--- src/bao_regs.svh ---
// register offsets, field positions, reset values for the allocation hint override block
`ifndef BAO_REGS_SVH
`define BAO_REGS_SVH

// register byte offsets
`define BAO_CTRL_OFFSET    12'h000
`define BAO_STATUS_OFFSET  12'h004

// control register field positions
`define BAO_CTRL_M_BIT     0
`define BAO_CTRL_RA_LSB    24
`define BAO_CTRL_RA_MSB    25
`define BAO_CTRL_WA_LSB    26
`define BAO_CTRL_WA_MSB    27
`define BAO_CTRL_RSVD_LSB  28
`define BAO_CTRL_RSVD_MSB  31

// control register reset values
`define BAO_CTRL_M_RESET   1'h0
`define BAO_CTRL_CFG_RESET 2'h0

// positions of the allocation hints inside the transaction cache attribute
`define BAO_CACHE_RA_BIT   2
`define BAO_CACHE_WA_BIT   3

`endif

--- src/bao_pkg.sv ---
// types shared by the allocation hint override block
package bao_pkg;

  // two-bit override field encoding
  typedef enum logic [1:0] {
    BAO_ALLOC_PASS  = 2'b00,
    BAO_ALLOC_RSVD  = 2'b01,
    BAO_ALLOC_FORCE = 2'b10,
    BAO_ALLOC_NONE  = 2'b11
  } bao_alloc_cfg_t;

endpackage : bao_pkg

--- src/bao_top.sv ---
// allocation hint override for transactions passing an untranslated context bank
//
// Contract
// the write override field decodes 10 as force allocate, 11 as force no allocate, 01 reserved.
// both overrides act only while the bank translation enable bit is 0, else no effect.
// the read override field decodes 10 as force allocate, 11 as force no allocate, 01 reserved.
// the read override touches only the read hint of reads, never the write hint.
// a field of 00 forwards the transaction's own allocation hint unchanged.
// the write override acts on writes only; control bits 31 to 28 read zero, ignore writes.
//
// Design decisions made here: register access over APB and the register offsets.
`include "bao_regs.svh"
`timescale 1ns/10ps
module bao_top (
  // clock and reset
  input  wire logic        i_mclk,
  input  wire logic        i_arst_n,
  // apb slave
  input  wire logic        i_psel,
  input  wire logic        i_penable,
  input  wire logic        i_pwrite,
  input  wire logic [11:0] i_paddr,
  input  wire logic [31:0] i_pwdata,
  output logic      [31:0] o_prdata,
  output logic             o_pready,
  output logic             o_pslverr,
  // transaction in from bus masters
  input  wire logic        i_txn_valid,
  input  wire logic        i_txn_write,
  input  wire logic [3:0]  i_txn_cache,
  // transaction out towards memory
  output logic             o_txn_valid,
  output logic             o_txn_write,
  output logic      [3:0]  o_txn_cache
);

  // control and status state
  logic        m_reg;
  logic [1:0]  wa_reg;
  logic [1:0]  ra_reg;
  logic [15:0] ovr_cnt_reg;
  logic [15:0] ovr_cnt_next;
  logic [31:0] prdata_reg;
  logic [31:0] prdata_next;
  logic        pready_reg;
  logic        pslverr_reg;
  logic        txn_valid_reg;
  logic        txn_write_reg;
  logic [3:0]  txn_cache_reg;
  logic [3:0]  txn_cache_next;

  // apb decode
  wire setup_ph  = i_psel & ~i_penable;
  wire access_ok = i_psel & i_penable & pready_reg;
  wire hit_ctrl  = (i_paddr == `BAO_CTRL_OFFSET);
  wire hit_stat  = (i_paddr == `BAO_STATUS_OFFSET);
  wire hit_any   = hit_ctrl | hit_stat;
  wire ctrl_wr   = access_ok & i_pwrite & hit_ctrl;

  // read views; upper reserved bits always zero
  wire [31:0] ctrl_view = {4'h0, wa_reg, ra_reg, 23'h000000, m_reg};
  wire [31:0] stat_view = {15'h0000, m_reg, ovr_cnt_reg};

  // read data mux, loaded in the setup phase
  always_comb begin
    if (hit_ctrl) begin
      prdata_next = ctrl_view;
    end else if (hit_stat) begin
      prdata_next = stat_view;
    end else begin
      prdata_next = 32'h00000000;
    end
  end

  // apb response: one access cycle, error on unmapped address
  always_ff @(posedge i_mclk or negedge i_arst_n) begin
    if (!i_arst_n) begin
      pready_reg  <= 1'b0;
      pslverr_reg <= 1'b0;
      prdata_reg  <= 32'h00000000;
    end else begin
      pready_reg  <= setup_ph;
      pslverr_reg <= setup_ph & ~hit_any;
      if (setup_ph) begin
        prdata_reg <= i_pwrite ? 32'h00000000 : prdata_next;
      end
    end
  end

  // control register: bits 31..28 are not stored, so writes there vanish
  always_ff @(posedge i_mclk or negedge i_arst_n) begin
    if (!i_arst_n) begin
      m_reg  <= `BAO_CTRL_M_RESET;
      wa_reg <= `BAO_CTRL_CFG_RESET;
      ra_reg <= `BAO_CTRL_CFG_RESET;
    end else if (ctrl_wr) begin
      m_reg  <= i_pwdata[`BAO_CTRL_M_BIT];
      wa_reg <= i_pwdata[`BAO_CTRL_WA_MSB:`BAO_CTRL_WA_LSB];
      ra_reg <= i_pwdata[`BAO_CTRL_RA_MSB:`BAO_CTRL_RA_LSB];
    end
  end

  // override hint path
  wire bypass = ~m_reg;
  wire is_wr  = i_txn_valid & i_txn_write;
  wire is_rd  = i_txn_valid & ~i_txn_write;
  wire wa_hint;
  wire ra_hint;
  wire wa_forced;
  wire ra_forced;

  // write hint, only for writes
  bao_hint_ovr u_wa_ovr (
    .i_field   (wa_reg),
    .i_bypass  (bypass),
    .i_applies (is_wr),
    .i_hint    (i_txn_cache[`BAO_CACHE_WA_BIT]),
    .o_hint    (wa_hint),
    .o_forced  (wa_forced)
  );

  // read hint, only for reads
  bao_hint_ovr u_ra_ovr (
    .i_field   (ra_reg),
    .i_bypass  (bypass),
    .i_applies (is_rd),
    .i_hint    (i_txn_cache[`BAO_CACHE_RA_BIT]),
    .o_hint    (ra_hint),
    .o_forced  (ra_forced)
  );

  // splice the hints back; other attribute bits pass unchanged
  always_comb begin
    txn_cache_next                    = i_txn_cache;
    txn_cache_next[`BAO_CACHE_WA_BIT] = wa_hint;
    txn_cache_next[`BAO_CACHE_RA_BIT] = ra_hint;
  end

  // count transactions whose hint was replaced
  assign ovr_cnt_next = ovr_cnt_reg + 16'h0001;

  // registered transaction output, one cycle of latency
  always_ff @(posedge i_mclk or negedge i_arst_n) begin
    if (!i_arst_n) begin
      txn_valid_reg <= 1'b0;
      txn_write_reg <= 1'b0;
      txn_cache_reg <= 4'h0;
      ovr_cnt_reg   <= 16'h0000;
    end else begin
      txn_valid_reg <= i_txn_valid;
      txn_write_reg <= i_txn_write;
      txn_cache_reg <= txn_cache_next;
      if (wa_forced | ra_forced) begin
        ovr_cnt_reg <= ovr_cnt_next;
      end
    end
  end

  // outputs straight from flops
  assign o_prdata    = prdata_reg;
  assign o_pready    = pready_reg;
  assign o_pslverr   = pslverr_reg;
  assign o_txn_valid = txn_valid_reg;
  assign o_txn_write = txn_write_reg;
  assign o_txn_cache = txn_cache_reg;
endmodule : bao_top

--- src/bao_hint_ovr.sv ---
// one allocation hint override: decodes a two-bit field and replaces one hint bit
`timescale 1ns/10ps
module bao_hint_ovr (
  // override setting
  input  wire logic [1:0] i_field,
  input  wire logic       i_bypass,
  input  wire logic       i_applies,
  // hint in and out
  input  wire logic       i_hint,
  output logic            o_hint,
  output logic            o_forced
);

  // field decode and hint selection
  wire bao_pkg::bao_alloc_cfg_t code     = bao_pkg::bao_alloc_cfg_t'(i_field);
  wire                          active   = i_bypass & i_applies;
  wire                          do_alloc = (code == bao_pkg::BAO_ALLOC_FORCE);
  wire                          do_none  = (code == bao_pkg::BAO_ALLOC_NONE);
  // pass and reserved codes leave the hint alone
  assign o_forced = active & (do_alloc | do_none);
  assign o_hint   = o_forced ? do_alloc : i_hint;

endmodule : bao_hint_ovr

--- config.mk ---
export PLATFORM = sky130hd
export DESIGN_NAME = bao_top
export DESIGN_NICKNAME = d
export VERILOG_FILES = /design/src/bao_pkg.sv /design/src/bao_top.sv /design/src/bao_hint_ovr.sv
export VERILOG_INCLUDE_DIRS = /design/src /design/src/src
export SDC_FILE = /design/constraint.sdc
export NUM_CORES = 1
export LEC_CHECK = 0
export BUFFER_PORTS_ARGS = -buffer_cell sky130_fd_sc_hd__buf_2
export CAP_MARGIN = 20
export CORE_MARGIN = 3
export CORE_UTILIZATION = 40
export DETAILED_ROUTE_END_ITERATION = 10
export GPL_TIMING_DRIVEN = 0
export PLACE_DENSITY_LB_ADDON = 0.2
export SLEW_MARGIN = 20
export SYNTH_ARGS = -nofsm -noshare
export SYNTH_HDL_FRONTEND = slang
export SYNTH_HIERARCHICAL = 1
export SYNTH_SLANG_ARGS = --single-unit
--- constraint.sdc ---
create_clock -name i_mclk -period 2.9 [get_ports i_mclk]
set_clock_uncertainty 0.2 [all_clocks]
set_input_delay 0.87 -clock i_mclk [delete_from_list [all_inputs] [get_ports i_mclk]]
set_output_delay 0.87 -clock i_mclk [all_outputs]
set_load 0.01 [all_outputs]
# ---- Word-level counts from Yosys, hierarchy flattened
# Cells that the tools add are included.
dict set report op_classes {
  mux 5
  reduce_logical 1
  add_sub_neg 1
  bitwise_logic 20
  eq_ne 5
}
# cell n
set op_table {}
lappend op_table {{$mux 32} 2}
lappend op_table {{$mux 17} 1}
lappend op_table {{$add 16x1->16 const B} 1}
lappend op_table {{$and 1x1->1} 12}
lappend op_table {{$eq 12x3->1 const B} 1}
lappend op_table {{$logic_not 12->1} 1}
lappend op_table {{$eq 2x2->1 const B} 4}
lappend op_table {{$not 1->1} 4}
lappend op_table {{$or 1x1->1} 4}
lappend op_table {{$mux 1} 2}
dict set report word_totals {
  out_inout_bits 40
  inputBits 55
  elab_cells 42
  register_bits 61
}

# ---- Depth between registers and ports, before layout
# Gate-level depths: netlist of the first run.
dict set report depth {
  ltp_word 5
  ltp_mapped 6
  ltp_nobuf 6
}

# ---- Modules after synthesis
# The synthesis of the first run kept the hierarchy.
# module n_inst seq_area_each_um2 cells_per_inst area_per_inst_um2
set by_module_without_submodules {}
lappend by_module_without_submodules {bao_top 1 1251.2 152 2044.5}
lappend by_module_without_submodules {bao_hint_ovr 2 0.0 3 25.0}

# ---- Least setup slack after synthesis of the first run
# OpenSTA, ideal clock, no wires.
dict set report synth_timing {
  path_kind {in2reg}
  from {in i_txn_valid}
  to {reg ovr_cnt_reg[12]}
  setup_time_ns 0.123
  required_time_ns 2.577
  setup_slack_ns 0.697
  t_arrival_ns 1.880
  n_path_buf 0
  path_stages 6
  path_cell_list {nor2b_1 -> and3_4 -> o21ai_0 -> nor4_2 -> nand3_1 -> xnor2_1}
}
dict set report synth_between {
  elab_chain_len 4
  word_cells_on_any_way 7
  cone_classes {bitwise: 7}
}
# item line_no
set synth_rtl {}
lappend synth_rtl {{start: declaration} bao_top.sv:28} ;# input wire logic i_txn_valid,
lappend synth_rtl {{$and 1x1->1} bao_top.sv:106} ;# wire is_rd = i_txn_valid & ~i_txn_write;
lappend synth_rtl {{$and 1x1->1} bao_hint_ovr.sv:16} ;# wire active = i_bypass & i_applies;
lappend synth_rtl {{$and 1x1->1} bao_hint_ovr.sv:20} ;# assign o_forced = active & (do_alloc | do_none);
lappend synth_rtl {{named net ra_forced} bao_top.sv:110} ;# wire ra_forced;
lappend synth_rtl {{$or 1x1->1} bao_top.sv:153} ;# if (wa_forced | ra_forced) begin
lappend synth_rtl {{end signal: assignment} bao_top.sv:154} ;# ovr_cnt_reg <= ovr_cnt_next;
lappend synth_rtl {{end: declaration} bao_top.sv:41} ;# logic [15:0] ovr_cnt_reg;
# The timed path passes the listed nets, and every way through them passes these cells.
# A chain may end at the register's enable or synchronous reset.

# ---- Worst setup path after layout of the first run
dict set report layout_timing {
  from {in i_txn_valid}
  to {reg ovr_cnt_reg[12]}
}
dict set report layout_between {
  elab_chain_len 4
  word_cells_on_any_way 7
  cone_classes {bitwise: 7}
}
# item line_no
set layout_rtl {}
lappend layout_rtl {{$and 1x1->1} bao_top.sv:106}
lappend layout_rtl {{named net is_rd} bao_top.sv:106}
lappend layout_rtl {{$and 1x1->1} bao_hint_ovr.sv:16}
lappend layout_rtl {{$and 1x1->1} bao_hint_ovr.sv:20}
lappend layout_rtl {{named net ra_forced} bao_top.sv:110}
lappend layout_rtl {{$or 1x1->1} bao_top.sv:153}
# The timed path passes the listed nets, and every way through them passes these cells.

==> results of run 1 <==
## worst max-delay path by stage
stage | startpoint | end | slack [ps]
final | i_txn_valid | ovr_cnt_reg[12]$_DFFE_PN0P_ | 710
after global routing | i_txn_valid | ovr_cnt_reg[12]$_DFFE_PN0P_ | 560
after CTS | i_txn_valid | ovr_cnt_reg[12]$_DFFE_PN0P_ | 690
after detailed placement | i_txn_valid | ovr_cnt_reg[12]$_DFFE_PN0P_ | 370
after global placement | i_txn_valid | ovr_cnt_reg[12]$_DFFE_PN0P_ | 390
after floorplan | i_txn_valid | ovr_cnt_reg[12]$_DFFE_PN0P_ | 700
## power groups by stage
stage          Sequential, mW  Combinational [mW]  Clock [mW]
2_1_floorplan           0.721              0.0293           0
5_1_grt                 0.705              0.0867       0.544
3_3_place_gp            0.718              0.0766           0
3_5_place_dp            0.718              0.0783           0
6_report                0.704              0.0777       0.497
4_1_cts                 0.704              0.0784       0.514
## cell families (layout without fill, tap and decap cells)
kind of cell	after synthesis	in the layout	synth area share
flip-flops	50	50	0.597
AND/OR/NAND/NOR	38	38	0.127
AO/OA/AOI/OAI	24	24	0.0998
buffers and inverters	20	83	0.0591
XOR/XNOR	15	15	0.0627
multiplexers	9	9	0.0466
adder cells (fa/ha/maj)	1	1	0.00597
other	1	11	0.00179
## worst max-delay path, delay by kind of cell
| family | cells | cell delay (ps) |
|---|---|---|
| buf+inv | 1 | 100 |
| compound gates | 1 | 240 |
| simple gates | 4 | 840 |
| xor+xnor | 1 | 140 |
## layout make-up
type | count | area share
timing repair buffer | 56 | 0.108
clock buffer | 6 | 0.0316
sequential | 50 | 0.479
inverter | 6 | 0.00862
clock inverter | 1 | 0.0115
tap | 67 | 0.0321
multi-input combinational | 98 | 0.290
buffer | 14 | 0.0388
## layer usage
| layer | GRT usage | vias up | routed length, µm |
|---|---|---|---|
| met5 | 0 | - | 0 |
| met4 | 0.0787 | 0 | 97 |
| met3 | 0.0367 | 8 | 177 |
| met2 | 0.227 | 35 | 1930 |
| met1 | 0.177 | 678 | 1730 |
| li1 | - | 678 | - |
## per-stage QoR
step	hold WS, ps	cell area [µm²]	std cells	utilization	setup slack [ps]
after global routing	300	2610	298	0.535	556
after detailed placement	268	2500	291	0.512	371
final	274	2610	298	0.535	706
after global placement	260	2500	291	0.512	389
after floorplan	244	2130	168	-	697
after CTS	279	2610	298	0.535	691
## cells in the final DEF, fill, tap and decap left out, drive strengths merged, types with 2 or more instances in the layout
cell type	n
a22o	20
and3	2
buf	68
clkbuf	8
conb	11
dfrtp	50
inv	6
mux2	6
mux2i	3
nand2	8
nand3	6
nand4	3
nor2	6
nor3	4
nor4	4
o21ai	2
xnor2	10
xor2	5
==> flow_metrics.py, run 1 <==
metrics = {
    "run_status": {
        "status": "complete, no violations",
    },
    "grt": {
        "grt_usage": 0.143,
        "antenna_found_initial": 0,
        "grt.overflow.total": 0,
        "grt_max_degree": 51,
        "grt_pass1_vias": 1425,
        "grt_pass1_wl_um": 6580,
    },
    "placed_design": {
        "globalplace.congestion": 0.721,
        "port_buffers": 56,
        "hpwl_um": 2940,
    },
    "critical_path": {
        "max_stage_delay_ps": 370,
        "cp_max_fo": 4,
        "crit_required_ps": 2890,
        "ff2ff_path_depth": 6,
        "path_cells": "buf_2, nor2b_1, and3_4, o21ai_0, nor4_2, nand3_1, xnor2_1",
        "rr_endpoint": "ovr_cnt_reg[12]$_DFFE_PN0P_",
        "slowest_stage": "nor4_2",
        "reg2reg_from": "m_reg$_DFFE_PN0P_",
        "r2r_slack_ps": 980,
        "path_class": "in -> reg",
        "worstSetupStartpointType": "primary input",
        "arrival_ps": 2190,
        "crit_path_end_kind": "flop",
    },
    "cells_and_area": {
        "n_antenna_cell": 0,
        "synthToLayoutAreaGrowth_pct": 24.7,
        "fin_nets": 287,
        "ff_latch_area_um2": 1250,
        "nFillCells": 456,
        "largest_reg_flops": 21,
        "drive_gt1_frac": 0.424,
        "multi_input_area_um2": 757,
    },
    "routing": {
        "drt_wl_total_um": 3930,
        "route.detailed.vias_per_inst": 4.69,
        "drtPass1Iterations": 4,
        "wl_per_cell_um": 13.2,
        "drtIter0Drc": 38,
        "dr_total_vias": 1399,
        "remaining_drc_errors": 0,
        "ant_nets": 0,
    },
    "yosys": {
        "synth_seq_cells": 50,
        "synth_seq_area_share": 0.597,
        "syn_area_um2": 2090,
        "synth_area_per_cell_um2": 13.3,
        "yosysTopAreaCellShare": 0.597,
        "synth_commonest_cells": "dfrtp_1 (50), a22o_1 (12), buf_4 (11), xnor2_1 (10)",
        "synth_edf_count": 0,
        "synth_most_common_cell": "dfrtp_1",
        "ys_warn_count": 6,
        "synth_top_area_cell": "dfrtp_1",
        "postSynthCellCount": 158,
        "synthFlopType": "dfrtp_1",
        "synth_area_leaders": "dfrtp_1 (60%), a22o_1 (5.0%), xnor2_1 (4.2%)",
        "yosysUniqueCellTypes": 32,
        "async_reset_ff_frac": 1.00,
    },
    "floorplan": {
        "core_area_um2": 4880,
        "die_area_um2": 6140,
        "die_w_um": 78.4,
        "die_y_um": 78.4,
        "ios": 95,
        "start_util": 0.429,
        "fp-row-count": 25,
    },
    "cts": {
        "cts.sinks": 50,
        "cts_max_level": 2,
        "postCtsResizedCells": 0,
        "cts_buffers": 5,
        "postCtsSetupRepairBufs": 0,
        "clk_pin_slew_ps": 80,
        "clk_latency_ps": 310,
        "cts_hold_buf": 0,
        "cts_root_buf": "clkbuf_8",
        "cts_tree": "yes",
        "cts.path.max_buffers": 2,
    },
    "power": {
        "finalPower_mw": 1.28,
        "p_int_mw": 1.01,
        "power-per-cell-area_nw_per_um2": 490,
        "comb_power_share": 0.061,
        "p_leak_nw": 1.37,
        "switching_share": 0.210,
        "ir_drop_uv": 229,
        "p_seq_frac": 0.550,
        "clkPwrFrac": 0.389,
        "total_switching_power_uw": 269,
    },
    "flow_run": {
        "cap_violations": 0,
    },
    "timing": {
        "fmax_mhz": 456,
        "slew_viol_final": 0,
        "slew_headroom": 0.579,
        "tns_ps": 0,
        "setup_viol_count_final": 0,
        "fin_crit_ps": 2190,
        "rsz0062_at_grt": "no",
        "fin_crit_sh": 0.757,
        "hold_viol": 0,
        "worst_slew_pin_slew_ps": 625,
    },
    "hold_path": {
        "hold_path.class": "reg -> reg",
        "whs_endpoint": "ovr_cnt_reg[15]$_DFFE_PN0P_",
        "holdPathStages": 1,
        "min_from": "ovr_cnt_reg[15]$_DFFE_PN0P_",
    },
}
Power figures use the tool's default switching activity.
==> run 2, diff against run 1 <==
--- a/config.mk
+++ b/config.mk
@@ -6,6 +6,7 @@
 export SDC_FILE = /design/constraint.sdc
 export NUM_CORES = 1
 export LEC_CHECK = 0
+export ABC_AREA = 1
 export BUFFER_PORTS_ARGS = -buffer_cell sky130_fd_sc_hd__buf_2
 export CAP_MARGIN = 20
 export CORE_MARGIN = 3
==> constraint.sdc (replaced) <==
create_clock -name i_mclk -period 2.1 [get_ports i_mclk]
set_clock_uncertainty 0.2 [all_clocks]
set_input_delay 0.63 -clock i_mclk [delete_from_list [all_inputs] [get_ports i_mclk]]
set_output_delay 0.63 -clock i_mclk [all_outputs]
set_load 0.01 [all_outputs]
==> flow_metrics.py, run 2 <==
metrics = {
    "grt": {
        "antenna_found_initial": 0,
        "grt.overflow.total": 0,
        "grt_pass1_wl_um": 7990,
        "grt_usage": 0.138,
        "grt_pass1_vias": 1768,
        "grt_max_degree": 51,
    },
    "routing": {
        "route.detailed.vias_per_inst": 4.42,
        "remaining_drc_errors": 0,
        "drtPass1Iterations": 4,
        "ant_nets": 0,
        "dr_total_vias": 1860,
        "drtIter0Drc": 50,
        "drt_wl_total_um": 4720,
        "wl_per_cell_um": 11.2,
    },
    "yosys": {
        "synth_seq_area_share": 0.506,
        "syn_area_um2": 2470,
        "synthFlopType": "dfrtp_1",
        "postSynthCellCount": 274,
        "async_reset_ff_frac": 1.00,
        "synth_edf_count": 0,
        "synth_area_leaders": "dfrtp_1 (51%), nand2_1 (12%), inv_1 (5.3%)",
        "synth_seq_cells": 50,
        "synth_top_area_cell": "dfrtp_1",
        "synth_area_per_cell_um2": 9.02,
        "yosysTopAreaCellShare": 0.506,
        "ys_warn_count": 6,
        "yosysUniqueCellTypes": 28,
        "synth_commonest_cells": "nand2_1 (77), dfrtp_1 (50), inv_1 (35)",
        "synth_most_common_cell": "nand2_1",
    },
    "power": {
        "p_leak_nw": 1.62,
        "finalPower_mw": 1.64,
        "ir_drop_uv": 333,
        "power-per-cell-area_nw_per_um2": 552,
    },
    "cts": {
        "cts_buffers": 5,
        "postCtsSetupRepairBufs": 0,
        "cts.path.max_buffers": 2,
        "cts_tree": "yes",
        "clk_latency_ps": 300,
        "clk_pin_slew_ps": 90,
        "cts_hold_buf": 0,
        "cts.sinks": 50,
        "postCtsResizedCells": 0,
        "cts_max_level": 2,
        "cts_root_buf": "clkbuf_8",
    },
    "critical_path": {
        "arrival_ps": 1890,
        "cp_num_buf_inv": 4,
        "crit_path_end_kind": "flop",
        "reg2reg_from": "m_reg$_DFFE_PN0P_",
        "path_class": "in -> reg",
        "slowest_stage": "nand2_1",
        "max_stage_delay_ps": 190,
        "rr_endpoint": "ovr_cnt_reg[12]$_DFFE_PN0P_",
        "r2r_slack_ps": 200,
        "critPathLaunch": "i_txn_valid",
        "cp_common_cell": "inv_1",
        "crit_required_ps": 2080,
        "critical_path.top_delay_family": "simple AND/OR/NAND/NOR gates",
        "cp_max_fo": 6,
        "worstSetupStartpointType": "primary input",
        "path_cells": "buf_2, inv_1, nor2_1, nand3_1, inv_1, inv_1, nand2_1, nand3_1, nor2_4, nand2_2, xnor2_2",
        "ff2ff_path_depth": 9,
    },
    "placed_design": {
        "dpl.cell_count": 415,
        "globalplace.congestion": 0.764,
        "port_buffers": 56,
        "hpwl_um": 3600,
    },
    "floorplan": {
        "die_w_um": 84.6,
        "fp-row-count": 28,
        "die_y_um": 84.6,
        "core_area_um2": 5960,
        "ios": 95,
        "die_area_um2": 7160,
        "start_util": 0.415,
    },
    "timing": {
        "setup_viol_count_final": 0,
        "fin_crit_sh": 0.909,
        "fmax_mhz": 524,
        "worst_slew_pin_slew_ps": 620,
        "fin_crit_ps": 1910,
        "slew_viol_final": 0,
        "rsz0062_at_grt": "no",
        "slew_headroom": 0.587,
        "hold_viol": 0,
        "whs_ps": 144,
    },
    "cells_and_area": {
        "stdcell_count": 421,
        "n_antenna_cell": 0,
        "synthToLayoutAreaGrowth_pct": 20.1,
        "largest_reg_flops": 21,
        "drive_gt1_frac": 0.329,
        "mostFrequentLayoutCell": "nand2_1",
        "fin_nets": 403,
        "final_cell_mix": "nand2_1 (77), buf_2 (56), dfrtp_1 (50)",
    },
    "run_status": {
        "status": "complete, no violations",
    },
    "flow_run": {
        "cap_violations": 0,
    },
    "hold_path": {
        "hold_path.class": "in -> async",
    },
}
## run 2: cell type report
type,count,area [µm²]
Clock buffer,6,82.6
Sequential cell,50,1250
Tap cell,75,93.8
Buffer,16,125
Fill cell,607,2990
Inverter,36,135
Multi-Input combinational cell,182,998
Timing Repair Buffer,56,283
## run 2: cell families (layout without fill, tap and decap cells)
| kind of cell | Yosys count | in the layout | share of synthesized area |
|---|---|---|---|
| AOI/OAI and AO/OA | 26 | 26 | 0.0724 |
| xor gates and xnor gates | 12 | 12 | 0.0455 |
| adders and majority gates | 1 | 1 | 0.00506 |
| buffers and inverters | 52 | 114 | 0.105 |
| DFF | 50 | 50 | 0.506 |
| other | 1 | 11 | 0.00152 |
| and+or+nand+nor | 132 | 132 | 0.264 |
## run 2: worst max-delay path by stage
stage / to / slack [ps] / depth (start not counted)
2_1_floorplan: ovr_cnt_reg[12]$_DFFE_PN0P_ / 220 / 10
3_3_place_gp: ovr_cnt_reg[12]$_DFFE_PN0P_ / -110 / 11
3_5_place_dp: ovr_cnt_reg[12]$_DFFE_PN0P_ / -110 / 11
4_1_cts: ovr_cnt_reg[12]$_DFFE_PN0P_ / 190 / 9
5_1_grt: ovr_cnt_reg[14]$_DFFE_PN0P_ / 10 / 10
6_report: ovr_cnt_reg[12]$_DFFE_PN0P_ / 190 / 11
## run 2: through the flow
step | setup slack, ps | util | TNS, ps | cell area, µm²
after floorplan | 217 | - | 0 | 2510
after global placement | -115 | 0.484 | -265 | 2880
after detailed placement | -111 | 0.485 | -313 | 2890
after CTS | 191 | 0.499 | 0 | 2970
after global routing | 13.1 | 0.499 | 0 | 2970
final | 192 | 0.499 | 0 | 2970
## run 2: power by group
group	switching, mW	total [mW]	internal (mW)	leakage (nW)
clock network	0.297	0.551	0.255	0.0431
logic	0.0696	0.117	0.0474	0.916
registers	0.00187	0.971	0.970	0.662
## run 2: worst register-to-register path: stages, from the launching register on
cell,delay (ps)
dfrtp_1,410
inv_1,150
nand3_1,140
inv_1,100
inv_1,40
nand2_1,190
nand3_1,160
nor2_4,190
nand2_2,80
xnor2_2,130
## run 2: metal layers
layer | part of all wire | wire length (µm) | up-vias | GRT usage
li1 | - | - | 968 | -
met1 | 0.48 | 2260 | 838 | 0.183
met2 | 0.45 | 2140 | 47 | 0.222
met3 | 0.056 | 263 | 7 | 0.0314
met4 | 0.013 | 61 | 0 | 0.0518
met5 | 0 | 0 | - | 0
==> run 3, diff against run 2 <==
--- a/config.mk
+++ b/config.mk
@@ -9,8 +9,10 @@
 export ABC_AREA = 1
 export BUFFER_PORTS_ARGS = -buffer_cell sky130_fd_sc_hd__buf_2
 export CAP_MARGIN = 20
-export CORE_MARGIN = 3
+export CORE_ASPECT_RATIO = 0.5
+export CORE_MARGIN = 10
 export CORE_UTILIZATION = 40
+export CTS_CLUSTER_DIAMETER = 40
 export DETAILED_ROUTE_END_ITERATION = 10
 export GPL_TIMING_DRIVEN = 0
 export PLACE_DENSITY_LB_ADDON = 0.2
==> flow_metrics.py, run 3 (same netlist as run 2, synthesis figures left out) <==
metrics = {
    "timing": {
        "rsz0062_at_grt": "no",
        "fin_crit_ps": 1920,
        "fmax_mhz": 521,
        "worst_slew_pin_slew_ps": 624,
        "slew_viol_final": 0,
        "fin_crit_sh": 0.914,
        "slew_headroom": 0.584,
        "setup_viol_count_final": 0,
        "hold_viol": 0,
        "whs_ps": 155,
        "setup_ws_ps": 180,
    },
    "cts": {
        "clk_pin_slew_ps": 70,
        "cts_max_level": 2,
        "cts.path.max_buffers": 2,
        "cts_buffers": 5,
        "cts_hold_buf": 0,
        "cts.sinks": 50,
        "postCtsSetupRepairBufs": 0,
        "clk_latency_ps": 290,
        "cts_tree": "yes",
        "cts_root_buf": "clkbuf_16",
        "postCtsResizedCells": 0,
    },
    "floorplan": {
        "die_area_um2": 9920,
        "start_util": 0.410,
        "ios": 95,
        "core_area_um2": 6030,
        "fp-row-count": 20,
        "die_y_um": 75.6,
        "die_w_um": 131,
    },
    "power": {
        "ir_drop_uv": 283,
        "p_leak_nw": 1.66,
        "power-per-cell-area_nw_per_um2": 652,
    },
    "placed_design": {
        "dp_slack_ps": -140,
        "port_buffers": 56,
        "globalplace.congestion": 0.777,
        "dpl_cell_area_um2": 2900,
        "hpwl_um": 4120,
    },
    "cells_and_area": {
        "nFillCells": 567,
        "ff_latch_area_um2": 1250,
        "final_cell_mix": "nand2_1 (77), buf_2 (56), dfrtp_1 (50)",
        "multi_input_area_um2": 998,
        "postLayoutCellArea_um2": 3070,
        "largest_reg_flops": 21,
        "synthToLayoutAreaGrowth_pct": 24.1,
        "fin_nets": 403,
        "mostFrequentLayoutCell": "nand2_1",
        "drive_gt1_frac": 0.330,
        "n_antenna_cell": 0,
    },
    "grt": {
        "grt_max_degree": 51,
        "grt_usage": 0.112,
        "grt.overflow.total": 0,
        "antenna_found_initial": 0,
        "grt_pass1_wl_um": 8900,
        "grt_pass1_vias": 1898,
    },
    "routing": {
        "drtIter0Drc": 115,
        "route.detailed.vias_per_inst": 4.31,
        "wl_per_cell_um": 12.0,
        "ant_nets": 0,
        "dr_total_vias": 1879,
        "drt_wl_total_um": 5220,
        "remaining_drc_errors": 0,
        "drtPass1Iterations": 5,
    },
    "critical_path": {
        "cp_num_buf_inv": 3,
        "slowest_stage": "nand2_1",
        "path_class": "in -> reg",
        "critical_path.top_delay_family": "simple AND/OR/NAND/NOR gates",
        "crit_required_ps": 2070,
        "path_cells": "buf_2, nor2_1, nand3_1, inv_1, inv_1, nand2_1, nand3_1, nor2_4, nand2_2, xnor2_2",
        "crit_path_end_kind": "flop",
        "cp_max_fo": 6,
        "max_stage_delay_ps": 190,
        "worstSetupStartpointType": "primary input",
        "arrival_ps": 1890,
    },
    "run_status": {
        "status": "complete, no violations",
    },
    "hold_path": {
        "hold_path.class": "in -> async",
    },
    "flow_run": {
        "cap_violations": 0,
    },
}
run 3: cell count changes in the layout (fill, tap and decap cells not counted), sizes merged:
cell	previous run	this run
bufinv	0	1
clkinvlp	0	1
run 3: worst paths after layout:
kind,from,to,slack [ps],cells after the start
worst min register to register,o_prdata[15]$_DFFE_PN0P_,o_prdata[15]$_DFFE_PN0P_,280,2
worst min-delay path,i_arst_n,wa_reg[0]$_DFFE_PN0P_,160,1
worst max-delay path,i_txn_write,ovr_cnt_reg[12]$_DFFE_PN0P_,180,10
worst max register to register,m_reg$_DFFE_PN0P_,ovr_cnt_reg[12]$_DFFE_PN0P_,210,9
max in group asynchronous,i_arst_n,o_prdata[2]$_DFFE_PN0P_,1120,1
min in group i_mclk,i_txn_cache[1],o_txn_cache[1]$_DFF_PN0_,250,1
run 3: routing by layer:
| layer | wire length, µm | vias up | track usage |
|---|---|---|---|
| met1 | 2430 | 866 | 0.134 |
| met3 | 371 | 2 | 0.0421 |
| li1 | - | 972 | - |
| met4 | 22 | 0 | 0.0334 |
| met5 | 0 | - | 0 |
| met2 | 2400 | 39 | 0.187 |
run 3: worst reg2reg max path, cell delays in order (launching register included):
cell and delay (ps):
dfrtp_1 400, inv_1 150, nand3_1 130, inv_1 90
inv_1 40, nand2_1 190, nand3_1 160, nor2_4 190
nand2_2 90, xnor2_2 130
run 3: power by group:
group / total (mW) / switching [mW] / internal, mW
registers: 0.973 / 0.00203 / 0.971
clock network: 0.910 / 0.347 / 0.563
logic: 0.119 / 0.0710 / 0.0475
run 3: metrics by stage:
step	TNS (ps)	instances	total power, mW	utilization
after detailed placement	-374	428	1.11	0.481
after global routing	0	436	2.09	0.509
after global placement	-189	428	1.11	0.481
after CTS	0	436	2.02	0.509
after floorplan	0	284	1.05	-
final	0	436	2.00	0.509
run 3: layout make-up:
cell class | instances | share of cell area
Buffer | 16 | 0.0408
Inverter | 36 | 0.0440
Clock buffer | 6 | 0.0420
Timing Repair Buffer | 56 | 0.0921
Sequential cell | 50 | 0.408
Tap cell | 88 | 0.0359
Multi-Input combinational cell | 182 | 0.325
Clock inverter | 2 | 0.0122
